==> src/design/emm_pkg.sv <==
// package: register map, field positions and carriers of the error monitor
package emm_pkg;
  // ==========================================================
  // register pages of the micro-port
  localparam logic [3:0] PG_CFG = 4'h1; // code words and masks
  localparam logic [3:0] PG_MNT = 4'h2; // insertion, accumulate
  localparam logic [3:0] PG_CNT = 4'h4; // counters and vector
  localparam logic [3:0] PG_SLOT_LO = 4'h7; // slots 0..15
  localparam logic [3:0] PG_SLOT_HI = 4'h8; // slots 16..31
  localparam logic [3:0] PG_TXB0 = 4'h9;
  localparam logic [3:0] PG_TXB1 = 4'hA;
  localparam logic [3:0] PG_RXB0 = 4'hB;
  localparam logic [3:0] PG_RXB1 = 4'hC;
  // ==========================================================
  // addresses within a page
  localparam logic [4:0] A_INS = 5'h10;
  localparam logic [4:0] A_ACC = 5'h12;
  localparam logic [4:0] A_CIW = 5'h17;
  localparam logic [4:0] A_CDW = 5'h18;
  localparam logic [4:0] A_CDM = 5'h19;
  localparam logic [4:0] A_MSK0 = 5'h1B;
  localparam logic [4:0] A_MSK3 = 5'h1E;
  localparam logic [4:0] A_VEC = 5'h12;
  localparam logic [4:0] A_BER = 5'h18;
  localparam logic [4:0] A_RAC = 5'h19;
  localparam logic [4:0] A_AWC = 5'h1A;
  localparam logic [4:0] A_VLO = 5'h1C;
  localparam logic [4:0] A_VHI = 5'h1D;
  localparam logic [4:0] A_EBC = 5'h1E;
  localparam logic [4:0] A_CRC = 5'h1F;
  localparam int A_WIN = 4; // address bit that opens a 16-entry window
  // ==========================================================
  // field positions
  localparam int V_CNT = 5; // vector: counter indication
  localparam int V_OVF = 4; // vector: counter overflow
  localparam int V_MNT = 1; // vector: maintenance
  localparam int M0_ALIGN_ERROR_EVENT_IRQ = 2;
  localparam int M0_VIOLATION_OVERFLOW_IRQ = 1;
  localparam int M1_EBI = 7;
  localparam int M1_CRC_EVENT_IRQ = 6;
  localparam int M1_VIOLATION_EVENT_IRQ = 4;
  localparam int M1_REMOTE_ALARM_CRC_EVENT_IRQ = 3;
  localparam int M1_BERI = 2;
  localparam int M2_EBO = 7;
  localparam int M2_CRC_OVERFLOW_IRQ = 6;
  localparam int M2_ALIGN_ERROR_OVERFLOW_IRQ = 4;
  localparam int M2_REMOTE_ALARM_CRC_OVERFLOW_IRQ = 3;
  localparam int M2_BERO = 2;
  localparam int M3_STOP = 2;
  localparam int M3_STRT = 1;
  localparam int M3_DATA = 0;
  localparam int INS_LOS = 4; // insertion: bits 3..0 other errors
  localparam int ACC_HALT0 = 0; // accumulate: halt mode, buffer 0/1
  localparam int ACC_BEGIN0 = 2; // begin mode, buffer 0/1
  localparam int ACC_MIS0 = 4; // trigger on mismatch, buffer 0/1
  localparam int SC_TXB0 = 0; // slot word: tx buffer 0/1 attach
  localparam int SC_RXB0 = 2; // slot word: rx buffer 0/1 attach
  localparam int SC_DET = 6;
  localparam int SC_INS = 7;
  localparam int NFAS_RAI = 3;
  // ==========================================================
  // reset values and limits
  localparam logic [31:0] MSK_RST = 32'hFFFF_FF00;
  localparam logic [1:0] CAP_RST = 2'h3;
  localparam logic [7:0] C8_MAX = 8'hFF;
  localparam logic [15:0] C16_MAX = 16'hFFFF;
  localparam logic [1:0] BUF_FULL = 2'h2;
  // ==========================================================
  // carriers
  typedef struct packed {
    logic [4:0] slot; // time slot 0..31
    logic [3:0] frame; // frame within the crc-4 multiframe
    logic [7:0] data;
  } emm_byte_s;
  typedef struct packed {
    logic inject_signal_loss;
    logic inject_nonalign_error;
    logic inject_align_error;
    logic inject_crc_error;
    logic inject_violation;
  } emm_inject_s;
endpackage

==> src/design/emm_monitor.sv <==
// error counters, error insertion, circular buffers and code match
`timescale 1ns/10ps
module emm_monitor
  import emm_pkg::*;
#(
  parameter int SLOTS = 32,
  parameter int BUF_DEPTH = 16
)
(
  input wire logic clock,
  input wire logic nrst,
  input wire logic [3:0] host_page,
  input wire logic [4:0] host_addr,
  input wire logic [7:0] host_wdata,
  input wire logic host_wr,
  input wire logic host_rd,
  output logic [7:0] host_rdata,
  output logic host_rvalid,
  output logic irq_n,
  input wire logic rx_valid,
  input wire emm_pkg::emm_byte_s rx_byte,
  input wire logic rx_fas_valid,
  input wire logic [2:0] rx_fas_errbits,
  input wire logic rx_bpv,
  input wire logic rx_crc_err,
  input wire logic rx_ebit_err,
  input wire logic rx_nfas_valid,
  input wire logic [7:0] rx_nfas,
  input wire logic rx_ebit_valid,
  input wire logic rx_ebit,
  input wire logic tx_in_valid,
  input wire emm_pkg::emm_byte_s tx_in,
  output logic tx_in_ready,
  output logic tx_out_valid,
  output emm_pkg::emm_byte_s tx_out,
  input wire logic tx_out_ready,
  output emm_pkg::emm_inject_s inject,
  output logic tx_encode_en
);
  import emm_pkg::*;

  // ==========================================================
  // elaboration checks
  // the page map gives exactly 32 slot words and 16-byte buffers
  if (SLOTS != 32 || BUF_DEPTH != 16)
  begin : g_bad_size
    $error("emm_monitor serves only 32 slots and 16-byte buffers");
  end

  // ==========================================================
  // state
  typedef struct packed {
    logic [7:0] ins; // error insertion control
    logic [7:0] acc; // buffer accumulate control
    logic [7:0] ciw; // code insert word
    logic [7:0] cdw; // code detect word
    logic [7:0] detect_mask_alias; // code detect mask
    logic [3:0][7:0] msk; // mask words, one = masked
    logic [7:0] vec; // interrupt vector
    logic [7:0] awc; // errored alignment words
    logic [7:0] ber; // bit errors in alignment words
    logic [7:0] rac; // remote alarm with e-bit error
    logic [7:0] ebc; // e-bit errors
    logic [7:0] crc; // crc-4 errors
    logic [15:0] vio; // violations
    logic rai; // last received remote alarm bit
    logic [1:0] cap; // per rx buffer: capturing
    logic [SLOTS-1:0][7:0] sc; // per-slot control words
    logic [1:0][BUF_DEPTH-1:0][7:0] txb;
    logic [1:0][BUF_DEPTH-1:0][7:0] rxb;
    emm_byte_s [1:0] q; // two-entry tx buffer, entry 0 is head
    logic [1:0] cnt; // tx buffer fill
    logic ovld;
    logic in_rdy;
    logic [7:0] rdat;
    logic rval;
    logic irq_n;
    logic enc_en;
  } emm_state_s;

  emm_state_s s; // registered state
  emm_state_s next_s; // next state
  logic cnt_wr; // counter page write this cycle
  logic ev_cnt; // unmasked counter indication
  logic ev_ovf; // unmasked counter overflow
  logic ev_mnt; // unmasked maintenance event
  logic [8:0] ber_sum; // bit count sum with carry
  logic match; // masked compare of rx byte
  logic [1:0] hit; // per rx buffer trigger
  logic [1:0] ev_stop; // halt events per buffer
  logic [1:0] ev_start; // begin events per buffer
  logic pop; // tx head taken
  logic push; // tx byte accepted
  logic [1:0] cnt_m; // fill after pop
  emm_byte_s tx_item; // tx byte after substitution
  logic [5:0] sidx; // slot word index incl. page select
  logic [7:0] rd; // read mux

  assign cnt_wr = host_wr && (host_page == PG_CNT);

  // ==========================================================
  // next state
  always_comb
  begin
    next_s = s;
    ev_cnt = 1'b0;
    ev_ovf = 1'b0;
    ev_mnt = 1'b0;
    ev_stop = 2'h0;
    ev_start = 2'h0;
    hit = 2'h0;
    rd = 8'h00;
    sidx = {1'b0, host_page == PG_SLOT_HI, host_addr[3:0]};
    ber_sum = {1'b0, s.ber} + {6'h00, rx_fas_errbits};
    match = (((rx_byte.data ^ s.cdw) & s.detect_mask_alias) == 8'h00);
    // errored alignment words: one per word, not per bit
    if (rx_fas_valid && (rx_fas_errbits != 3'h0))
    begin
      next_s.awc = s.awc + 8'h01;
      ev_cnt |= !s.msk[0][M0_ALIGN_ERROR_EVENT_IRQ];
      ev_ovf |= (s.awc == C8_MAX) && !s.msk[2][M2_ALIGN_ERROR_OVERFLOW_IRQ];
    end
    // bit errors: every bad bit of the word adds one
    if (rx_fas_valid)
    begin
      next_s.ber = ber_sum[7:0];
      // an odd addend is what flips the lsb
      ev_cnt |= rx_fas_errbits[0] && !s.msk[1][M1_BERI];
      ev_ovf |= ber_sum[8] && !s.msk[2][M2_BERO];
    end
    // violations; the line decoder already drops substitutions
    if (rx_bpv)
    begin
      next_s.vio = s.vio + 16'h0001;
      ev_cnt |= !s.msk[1][M1_VIOLATION_EVENT_IRQ];
      ev_ovf |= (s.vio == C16_MAX) && !s.msk[0][M0_VIOLATION_OVERFLOW_IRQ];
    end
    // crc-4 errors, at most two per multiframe
    if (rx_crc_err)
    begin
      next_s.crc = s.crc + 8'h01;
      ev_cnt |= !s.msk[1][M1_CRC_EVENT_IRQ];
      ev_ovf |= (s.crc == C8_MAX) && !s.msk[2][M2_CRC_OVERFLOW_IRQ];
    end
    // e-bit errors
    if (rx_ebit_err)
    begin
      next_s.ebc = s.ebc + 8'h01;
      ev_cnt |= !s.msk[1][M1_EBI];
      ev_ovf |= (s.ebc == C8_MAX) && !s.msk[2][M2_EBO];
    end
    // remote alarm bit is kept from the latest non-alignment word
    if (rx_nfas_valid)
    begin
      next_s.rai = rx_nfas[NFAS_RAI];
    end
    if (rx_ebit_valid && !rx_ebit && s.rai)
    begin
      next_s.rac = s.rac + 8'h01;
      ev_cnt |= !s.msk[1][M1_REMOTE_ALARM_CRC_EVENT_IRQ];
      ev_ovf |= (s.rac == C8_MAX) && !s.msk[2][M2_REMOTE_ALARM_CRC_OVERFLOW_IRQ];
    end
    // receive slots: buffer capture and pattern triggers
    if (rx_valid)
    begin
      for (int k = 0; k < 2; k++)
      begin
        if (s.sc[rx_byte.slot][SC_RXB0 + k])
        begin
          hit[k] = match ^ s.acc[ACC_MIS0 + k];
          // begin mode: the trigger byte is the first one kept
          if (s.acc[ACC_BEGIN0 + k] && !s.cap[k] && hit[k])
          begin
            next_s.cap[k] = 1'b1;
            ev_start[k] = 1'b1;
          end
          // frame number is the buffer index, so each multiframe
          // lands on the same 16 bytes and overwrites the last
          if (s.cap[k] || ev_start[k])
          begin
            next_s.rxb[k][rx_byte.frame] = rx_byte.data;
          end
          // halt mode: the trigger byte is stored, then capture ends
          if (s.acc[ACC_HALT0 + k] && s.cap[k] && hit[k])
          begin
            next_s.cap[k] = 1'b0;
            ev_stop[k] = 1'b1;
          end
        end
      end
      ev_mnt |= (|ev_stop) && !s.msk[3][M3_STOP];
      ev_mnt |= (|ev_start) && !s.msk[3][M3_STRT];
      if (s.sc[rx_byte.slot][SC_DET] && match)
      begin
        ev_mnt |= !s.msk[3][M3_DATA];
      end
    end
    // transmit substitution; code insert has the last word
    tx_item = tx_in;
    for (int k = 0; k < 2; k++)
    begin
      if (s.sc[tx_in.slot][SC_TXB0 + k])
      begin
        tx_item.data = s.txb[k][tx_in.frame];
      end
    end
    if (s.sc[tx_in.slot][SC_INS])
    begin
      tx_item.data = s.ciw;
    end
    // two-entry buffer; ready is registered so it lags a pop by one
    pop = s.ovld && tx_out_ready;
    push = tx_in_valid && s.in_rdy;
    cnt_m = s.cnt - {1'b0, pop};
    if (pop)
    begin
      next_s.q[0] = s.q[1];
    end
    if (push)
    begin
      next_s.q[cnt_m[0]] = tx_item;
    end
    next_s.cnt = cnt_m + {1'b0, push};
    next_s.ovld = (next_s.cnt != 2'h0);
    next_s.in_rdy = (next_s.cnt != BUF_FULL);
    // host access; a write wins over a same-cycle count
    case (host_page)
      PG_CFG:
      begin
        case (host_addr)
          A_CIW: rd = s.ciw;
          A_CDW: rd = s.cdw;
          A_CDM: rd = s.detect_mask_alias;
          default:
          begin
            if (host_addr >= A_MSK0 && host_addr <= A_MSK3)
            begin
              rd = s.msk[2'(host_addr - A_MSK0)];
              if (host_wr)
              begin
                next_s.msk[2'(host_addr - A_MSK0)] = host_wdata;
              end
            end
          end
        endcase
        if (host_wr && host_addr == A_CIW) next_s.ciw = host_wdata;
        if (host_wr && host_addr == A_CDW) next_s.cdw = host_wdata;
        if (host_wr && host_addr == A_CDM) next_s.detect_mask_alias = host_wdata;
      end
      PG_MNT:
      begin
        if (host_addr == A_INS)
        begin
          rd = s.ins;
          if (host_wr) next_s.ins = host_wdata;
        end
        if (host_addr == A_ACC)
        begin
          rd = s.acc;
          // rewriting re-arms: begin mode waits, others capture
          if (host_wr)
          begin
            next_s.acc = host_wdata;
            next_s.cap[0] = !host_wdata[ACC_BEGIN0];
            next_s.cap[1] = !host_wdata[ACC_BEGIN0 + 1];
          end
        end
      end
      PG_CNT:
      begin
        case (host_addr)
          A_VEC: rd = s.vec;
          A_BER: rd = s.ber;
          A_RAC: rd = s.rac;
          A_AWC: rd = s.awc;
          A_VLO: rd = s.vio[7:0];
          A_VHI: rd = s.vio[15:8];
          A_EBC: rd = s.ebc;
          A_CRC: rd = s.crc;
          default: rd = 8'h00;
        endcase
        // presets; the low violation byte goes first so a carry
        // between the two writes cannot corrupt the high byte
        if (cnt_wr && host_addr == A_BER) next_s.ber = host_wdata;
        if (cnt_wr && host_addr == A_RAC) next_s.rac = host_wdata;
        if (cnt_wr && host_addr == A_AWC) next_s.awc = host_wdata;
        if (cnt_wr && host_addr == A_VLO) next_s.vio[7:0] = host_wdata;
        if (cnt_wr && host_addr == A_VHI) next_s.vio[15:8] = host_wdata;
        if (cnt_wr && host_addr == A_EBC) next_s.ebc = host_wdata;
        if (cnt_wr && host_addr == A_CRC) next_s.crc = host_wdata;
        // read clears the vector
        if (host_rd && host_addr == A_VEC) next_s.vec = 8'h00;
      end
      PG_SLOT_LO, PG_SLOT_HI:
      begin
        if (host_addr[A_WIN])
        begin
          rd = s.sc[sidx[4:0]];
          if (host_wr) next_s.sc[sidx[4:0]] = host_wdata;
        end
      end
      PG_TXB0, PG_TXB1:
      begin
        if (host_addr[A_WIN])
        begin
          rd = s.txb[host_page == PG_TXB1][host_addr[3:0]];
          if (host_wr)
          begin
            next_s.txb[host_page == PG_TXB1][host_addr[3:0]] = host_wdata;
          end
        end
      end
      PG_RXB0, PG_RXB1:
      begin
        if (host_addr[A_WIN])
        begin
          rd = s.rxb[host_page == PG_RXB1][host_addr[3:0]];
        end
      end
      default: rd = 8'h00;
    endcase
    // events set after the clear, so a set in the read cycle wins
    next_s.vec[V_CNT] = next_s.vec[V_CNT] | ev_cnt;
    next_s.vec[V_OVF] = next_s.vec[V_OVF] | ev_ovf;
    next_s.vec[V_MNT] = next_s.vec[V_MNT] | ev_mnt;
    next_s.irq_n = !(|next_s.vec);
    next_s.enc_en = !next_s.ins[INS_LOS];
    next_s.rdat = rd;
    next_s.rval = host_rd;
  end

  // ==========================================================
  // state register
  always_ff @(posedge clock or negedge nrst)
  begin
    if (!nrst)
    begin
      s <= '0;
      s.msk <= MSK_RST;
      s.cap <= CAP_RST;
      s.in_rdy <= 1'b1;
      s.irq_n <= 1'b1;
      s.enc_en <= 1'b1;
    end
    else
    begin
      s <= next_s;
    end
  end

  // ==========================================================
  // outputs, all straight from the state register
  assign host_rdata = s.rdat;
  assign host_rvalid = s.rval;
  assign irq_n = s.irq_n;
  assign tx_in_ready = s.in_rdy;
  assign tx_out_valid = s.ovld;
  assign tx_out = s.q[0];
  assign inject = emm_inject_s'(s.ins[4:0]);
  assign tx_encode_en = s.enc_en;
endmodule // emm_monitor

==> config.mk <==
export PLATFORM = sky130hd
export DESIGN_NAME = emm_monitor
export DESIGN_NICKNAME = d
export VERILOG_FILES = /design/src/design/emm_pkg.sv /design/src/design/emm_monitor.sv
export SDC_FILE = /design/constraint.sdc
export NUM_CORES = 2
export LEC_CHECK = 0
export BUFFER_PORTS_ARGS = -buffer_cell sky130_fd_sc_hd__clkbuf_2
export CAP_MARGIN = 20
export CORE_MARGIN = 2
export CORE_UTILIZATION = 57
export CTS_CLUSTER_DIAMETER = 60
export CTS_CLUSTER_SIZE = 30
export DETAILED_ROUTE_END_ITERATION = 12
export HOLD_SLACK_MARGIN = 0.15
export MAX_ROUTING_LAYER = met4
export PLACE_DENSITY = 0.86
export SYNTH_ARGS = -nofsm -noshare
export SYNTH_HDL_FRONTEND = slang
export SYNTH_SLANG_ARGS = --single-unit
export TNS_END_PERCENT = 20
==> constraint.sdc <==
create_clock -name clock -period 2.5 [get_ports clock]
set_input_delay 0.125 -clock clock [delete_from_list [all_inputs] [get_ports clock]]
set_output_delay 0.125 -clock clock [all_outputs]
set_load 0.02 [all_outputs]
### After elaboration in Yosys (flattened, before gate mapping)

Cells that the tools add are included.

| storage, ports and cells | value |
|---|---|
| register bits after elaboration | 956 |
| input port bits | 76 |
| output and inout bits | 35 |
| logic and storage cells | 398 |

| cells by class | value |
|---|---|
| add/subtract/negate cells | 9 |
| order comparisons | 18 |
| equal/unequal tests | 25 |
| mux-type cells | 112 |
| bitwise operators | 20 |
| reductions and logical operators | 86 |

Operator list:

| operator | number |
|---|---|
| two-way mux 128 bit | 5 |
| bitwise mux 256 bit | 2 |
| two-way mux 8 bit | 35 |
| bitwise mux 128 bit | 2 |
| binary-select mux 8 bit (select 4 bit) | 4 |
| demux 128 bit (select 1 bit) | 1 |
| binary-select mux 8 bit (select 5 bit) | 3 |
| demux 8 bit (select 4 bit) | 2 |
| two-way mux 64 bit | 1 |
| case mux 8 bit (8 select lines) | 1 |
| two-way mux 17 bit | 3 |
| == test 5 bit, second input constant | 10 |
| case mux 8 bit (6 select lines) | 1 |
| logical AND 1 bit | 42 |
| demux 8 bit (select 5 bit) | 1 |
| two-way mux 1 bit | 36 |
| bitwise mux 34 bit | 1 |
| adder 8 x 1 -> 8 bit, second input constant | 4 |
| bitwise mux 32 bit | 1 |
| == test 8 bit, second input constant | 4 |
| case mux 8 bit (3 select lines) | 1 |
| logical NOT 1 bit | 22 |
| == test 4 bit, second input constant | 5 |
| < comparator 5 x 6 -> 1 bit, second input constant | 3 |
| other kinds (42) | 80 |

### Depth between registers and ports, before layout

| logic depth | value |
|---|---|
| depth after elaboration | 19 |
| depth in mapped cells | 14 |
| depth with buffers taken out | 10 |

### Worst setup path before layout

No wires, ideal clock.

| timing | value |
|---|---|
| path kind | in2reg |
| from | input host_addr[0] |
| to | register s (netlist bit host_rdata[1]) |
| library setup time | 0.129 ns |
| arrival time | 2.998 ns |
| data required time | 2.371 ns |
| slack | -0.627 ns |
| stages | 13 |
| buffers on the path | 3 |
| cell sequence | buf_2 buf_2 buf_2 inv_1 ha_1 nand2_1 nor2_1 or4_1 o21ai_1 a31oi_1 nor2_1 o21ai_0 o41a_1 |

RTL lines:

| what | RTL line | source |
|---|---|---|
| start: declaration | emm_monitor.sv:13 | `input wire logic [4:0] host_addr,` |
| end signal: assignment | emm_monitor.sv:347 | `s <= next_s;` |
| end: declaration | emm_monitor.sv:81 | `emm_state_s s;` |

### Worst setup path in the final report

| timing | value |
|---|---|
| from | register s[930] in the netlist's numbering |
| to | register s[191] in the netlist's numbering |

| on the way | value |
|---|---|
| cells in the longest elaborated chain, start to end | 10 |

RTL lines:

| what | RTL line | source |
|---|---|---|
| bitwise XOR 8 bit | emm_monitor.sv:115 | `match = (((rx_byte.data ^ s.cdw) & s.detect_mask_alias) == 8'h00);` |
| AND 8 bit | emm_monitor.sv:115 |  |
| logical NOT 8 bit | emm_monitor.sv:115 |  |
| bitwise XOR 1 bit | emm_monitor.sv:170 | `hit[k] = match ^ s.acc[ACC_MIS0 + k];` |
| logical AND 1 bit | emm_monitor.sv:172 | `if (s.acc[ACC_BEGIN0 + k] && !s.cap[k] && hit[k])` |
| two-way mux 1 bit | emm_monitor.sv:172 |  |
| two-way mux 1 bit | emm_monitor.sv:168 | `if (s.sc[rx_byte.slot][SC_RXB0 + k])` |
| two-way mux 1 bit | emm_monitor.sv:164 | `if (rx_valid)` |
| logical OR 1 bit | emm_monitor.sv:179 | `if (s.cap[k] \|\| ev_start[k])` |
| AND reduction 3 bit (no source line) | - |  |

Every way passes these cells. The select of a mux whose other input is x is not followed.
A chain may end at the register's enable or synchronous reset.

==> flow_metrics.py <==
metrics = {
    "clock_network": {
        "clock-sinks": 956,
        "cts_buffers": 70,
        "cts.clk_slew.worst_paths_ns": 0.10,
        "clkLatencyLatePin_ns": 0.67,
        "clk_root_buffer_cell": "clkbuf_16",
        "ctsLongestPathBuffers": 3,
        "tritoncts": "done",
        "h-tree-depth": 3,
    },
    "finish": {
        "layout-area-overhead-vs-synth_pct": 15.56,
        "postLayoutCellArea_um2": 56350,
        "drive_above_1_share_pct": 47.14,
        "post_layout_nonfiller_instances": 5082,
        "finalNetCount": 3968,
    },
    "drt": {
        "drc": 0,
        "drtIter0Drc": 4840,
        "routed_via_density": 6.889,
        "wirelength_um": 146500,
        "drt_pass1_iterations": 8,
        "detail_route.wl_per_cell_um": 28.83,
        "dr_total_vias": 35010,
        "route.antenna.remaining_nets": 0,
    },
    "timing": {
        "fin_worst_hold_slack_ns": 0.1584,
        "min_tclk_post_route_ns": 2.775,
        "max_clock_freq_ghz": 0.3604,
        "finalWorstSetupSlack_ns": -0.2746,
        "timing.final.crit_share_pct": 111.0,
        "slew_limit_fails": 0,
        "timing.max_slew.rel_slack_pct": 10.81,
        "worst_pin_slew_ns": 1.335,
        "hold_violation_count_in_the_final_report": 0,
        "worst_clock_skew_ns": 0.04896,
        "setup_viol": 273,
        "rsz_0062_raised_after_global_routing": "true",
    },
    "synth": {
        "synth_top_family_by_area": "multiplexers",
        "synth.net_count": 3682,
        "share_of_synthesized_area_occupied_by_flip_flops_and_latches_pct": 49.14,
        "post_synth_most_frequent_cells": "927 x dfrtp_1, 856 x mux2_2, 294 x mux4_2, 266 x nand2_1, 173 x clkbuf_1",
        "synthDominantAreaCellType": "dfrtp_1",
        "synth_enable_flop_cells": 0,
        "synth-seq-cells": 956,
        "yosys.area_share.xor_xnor_pct": 1.096,
        "synth_top_cells_by_area": "dfrtp_1 48%, mux2_2 20%, mux4_2 14%",
        "post_synth_mux_area_share_pct": 35.87,
        "post-synth-top-count-cell": "dfrtp_1",
        "netlist_area_um2": 48760,
        "fraction_of_the_mapped_netlist_area_in_simple_logic_gates_pct": 6.133,
        "synthDistinctLibCells": 73,
        "post_synth_inst_count": 3591,
        "yosys_most_used_dff": "dfrtp_1",
        "synth.avg_cell_area_um2": 13.58,
        "synth_top_cell_area_share_pct": 47.57,
        "synth.yosys.warnings": 0,
        "synth_adder_area_share_pct": 0.4003,
        "complex_gate_fraction_of_the_synthesized_area_pct": 4.390,
        "synthArstFlopShare_pct": 100.0,
    },
    "worst_setup_path": {
        "worst-path-buf-inv": 3,
        "cp_slowest_stage_delay_ns": 0.39,
        "crit_arrival_ns": 3.32,
        "worst-endpoint-required_ns": 3.05,
        "worst_r2r_startpoint": "s[930]$_DFFE_PN0P_",
        "worst_setup_path_startpoint": "s[930]$_DFFE_PN0P_",
        "critPathTopFamily": "buffers and inverters",
        "cpMostUsedCell": "buf_12",
        "worstSetupPathType": "register to register",
        "largest_fanout_of_any_net_on_the_critical_path": 9,
        "critical_path.slowest_cell": "dfrtp_1",
        "setup.worst_path.start_class": "register",
        "crit_path_end_kind": "register",
        "cp_cell_sequence": "xor2_1 -> a22oi_1 -> nand4_1 -> buf_6 -> xor2_2 -> nor2b_2 -> o211a_4 -> buf_12 -> nand3_1 -> buf_12 -> mux2_2",
    },
    "place": {
        "globalplace.congestion": 0.9942,
        "dpl.cell_count": 4898,
        "placed_area_um2": 52900,
        "place_hpwl_um": 97860,
        "io_buffer_count": 103,
    },
    "floorplanning": {
        "starting_density_pct": 57.36,
        "chip_width_um": 296.5,
        "floorplan.rows": 107,
        "floorplan.die_area_um2": 87900,
        "core-area_um2": 85010,
        "design.portCount": 111,
        "die_height_um": 296.5,
    },
    "hold_path": {
        "worstHoldStart": "host_wdata[0]",
        "hp-class": "input port to register",
    },
    "job": {
        "drv.max_cap_violation_count": 0,
    },
    "power": {
        "power_per_cell_area_nw_per_um2": 635.1,
        "vdd_ir_drop_max_mv": 0.5580,
        "power.static_leakage_nw": 26.19,
    },
    "run_status": {
        "failed_checks": "setup timing",
        "run_status": "finished, violations left",
    },
    "global_routing": {
        "grt_antenna_before_repair": 4,
        "first_global_vias": 36155,
        "globalRoute.totalOverflow": 0,
        "grt_usage_pct": 34.66,
        "largest_net_degree_at_the_start_of_global_routing": 111,
        "grt_first_pass_wirelength_um": 222100,
    },
}
-- cell type report --
| class | count | area [um2] |
|---|---|---|
| inverters | 30 | 112.6 |
| clock inverters | 44 | 616.8 |
| clock buffers | 82 | 1869 |
| flip-flops and latches | 956 | 23960 |
| well taps | 1144 | 1431 |
| repair buffers | 510 | 4598 |
| multi-input cells | 2309 | 23740 |
| diodes | 7 | 17.52 |
| fillers | 5455 | 28670 |
-- worst reg2reg max path, cell delays in order (launching register included) --
cell	delay [ns]
dfrtp_1	0.39
xor2_1	0.15
a22oi_1	0.23
nand4_1	0.22
buf_6	0.20
xor2_2	0.16
nor2b_2	0.18
o211a_4	0.30
buf_12	0.19
nand3_1	0.15
buf_12	0.24
mux2_2	0.29
-- logic make-up after synthesis --
group	count (synthesis)
multiplexers	1260
flip-flops	956
AND/OR/NAND/NOR	652
buffers and inverters	326
AO/OA/AOI/OAI	321
XOR/XNOR	61
adder cells (fa/ha/maj)	15
-- metal layers --
metal,vias up,share of wire (%),track usage (%)
met3,616,11,7.778
met4,0,6.6,20.07
met5,-,0,-
li1,13978,-,-
met1,18078,36,43.53
met2,2338,47,52.17
-- timing repair --
action                                  in CTS  in global routing
resized for setup                           59                 33
hold buffers                                41                  0
endpoints found under the hold margin      997                  0
cloned                                       2                  1
setup buffers                                5                  2
pin swaps                                    9                 11
endpoints found under the setup margin     276                279
-- where the power goes --
part | total, W | internal [W] | switching (W)
combinational | 0.00566 | 0.00253 | 0.00313
clock | 0.0125 | 0.00593 | 0.00653
sequential | 0.0177 | 0.0166 | 0.00105
-- through the flow --
step	util, %	TNS, ns	power (W)	worst slack [ns]
2_1_floorplan	-	-0.05630	0.02112	-0.05085
3_3_place_gp	62.23	-17.39	0.02288	-0.4261
3_5_place_dp	62.23	-42.65	0.02314	-0.4170
4_1_cts	66.01	-21.46	0.03562	-0.1308
5_1_grt	66.27	-47.82	0.03698	-0.3039
6_report	66.28	-38.90	0.03578	-0.2746
-- worst paths after layout --
check / slack (ns) / to / cells after the start
max in group asynchronous: 1.63 / s[667]$_DFFE_PN0P_ / 4
worst max-delay path: -0.27 / s[191]$_DFFE_PN0P_ / 11
worst max register to register: -0.27 / s[191]$_DFFE_PN0P_ / 11
min in group asynchronous: 0.21 / s[430]$_DFFE_PN0P_ / 3
worst min register to register: 0.51 / s[254]$_DFFE_PN0P_ / 1
worst min-delay path: 0.16 / s[737]$_DFFE_PN0P_ / 2
-- flip-flops by register name (all words and copies together), names as in the netlist --
register      count
tx_out           17
host_rvalid       1
s               921
host_rdata        8
irq_n             1
tx_encode_en      1
inject            5
tx_in_ready       1
tx_out_valid      1
-- cells in the final DEF, fill, tap and decap left out, types with 18 or more instances in the layout --
master,n
xnor2_1,23
nor2b_1,18
buf_4,288
buf_12,63
clkbuf_2,98
nand2_1,265
dlygate4sd3_1,40
xor2_1,36
mux2i_1,102
dfstp_2,29
mux4_2,301
nor2_1,151
a31oi_1,42
o21ai_0,25
clkbuf_16,73
mux2_2,854
nand3_1,66
a21oi_1,92
a22oi_1,51
dfrtp_1,927
inv_1,26
nand4_1,26
and2_1,19
Note: power is estimated with default switching activity, not from simulation.
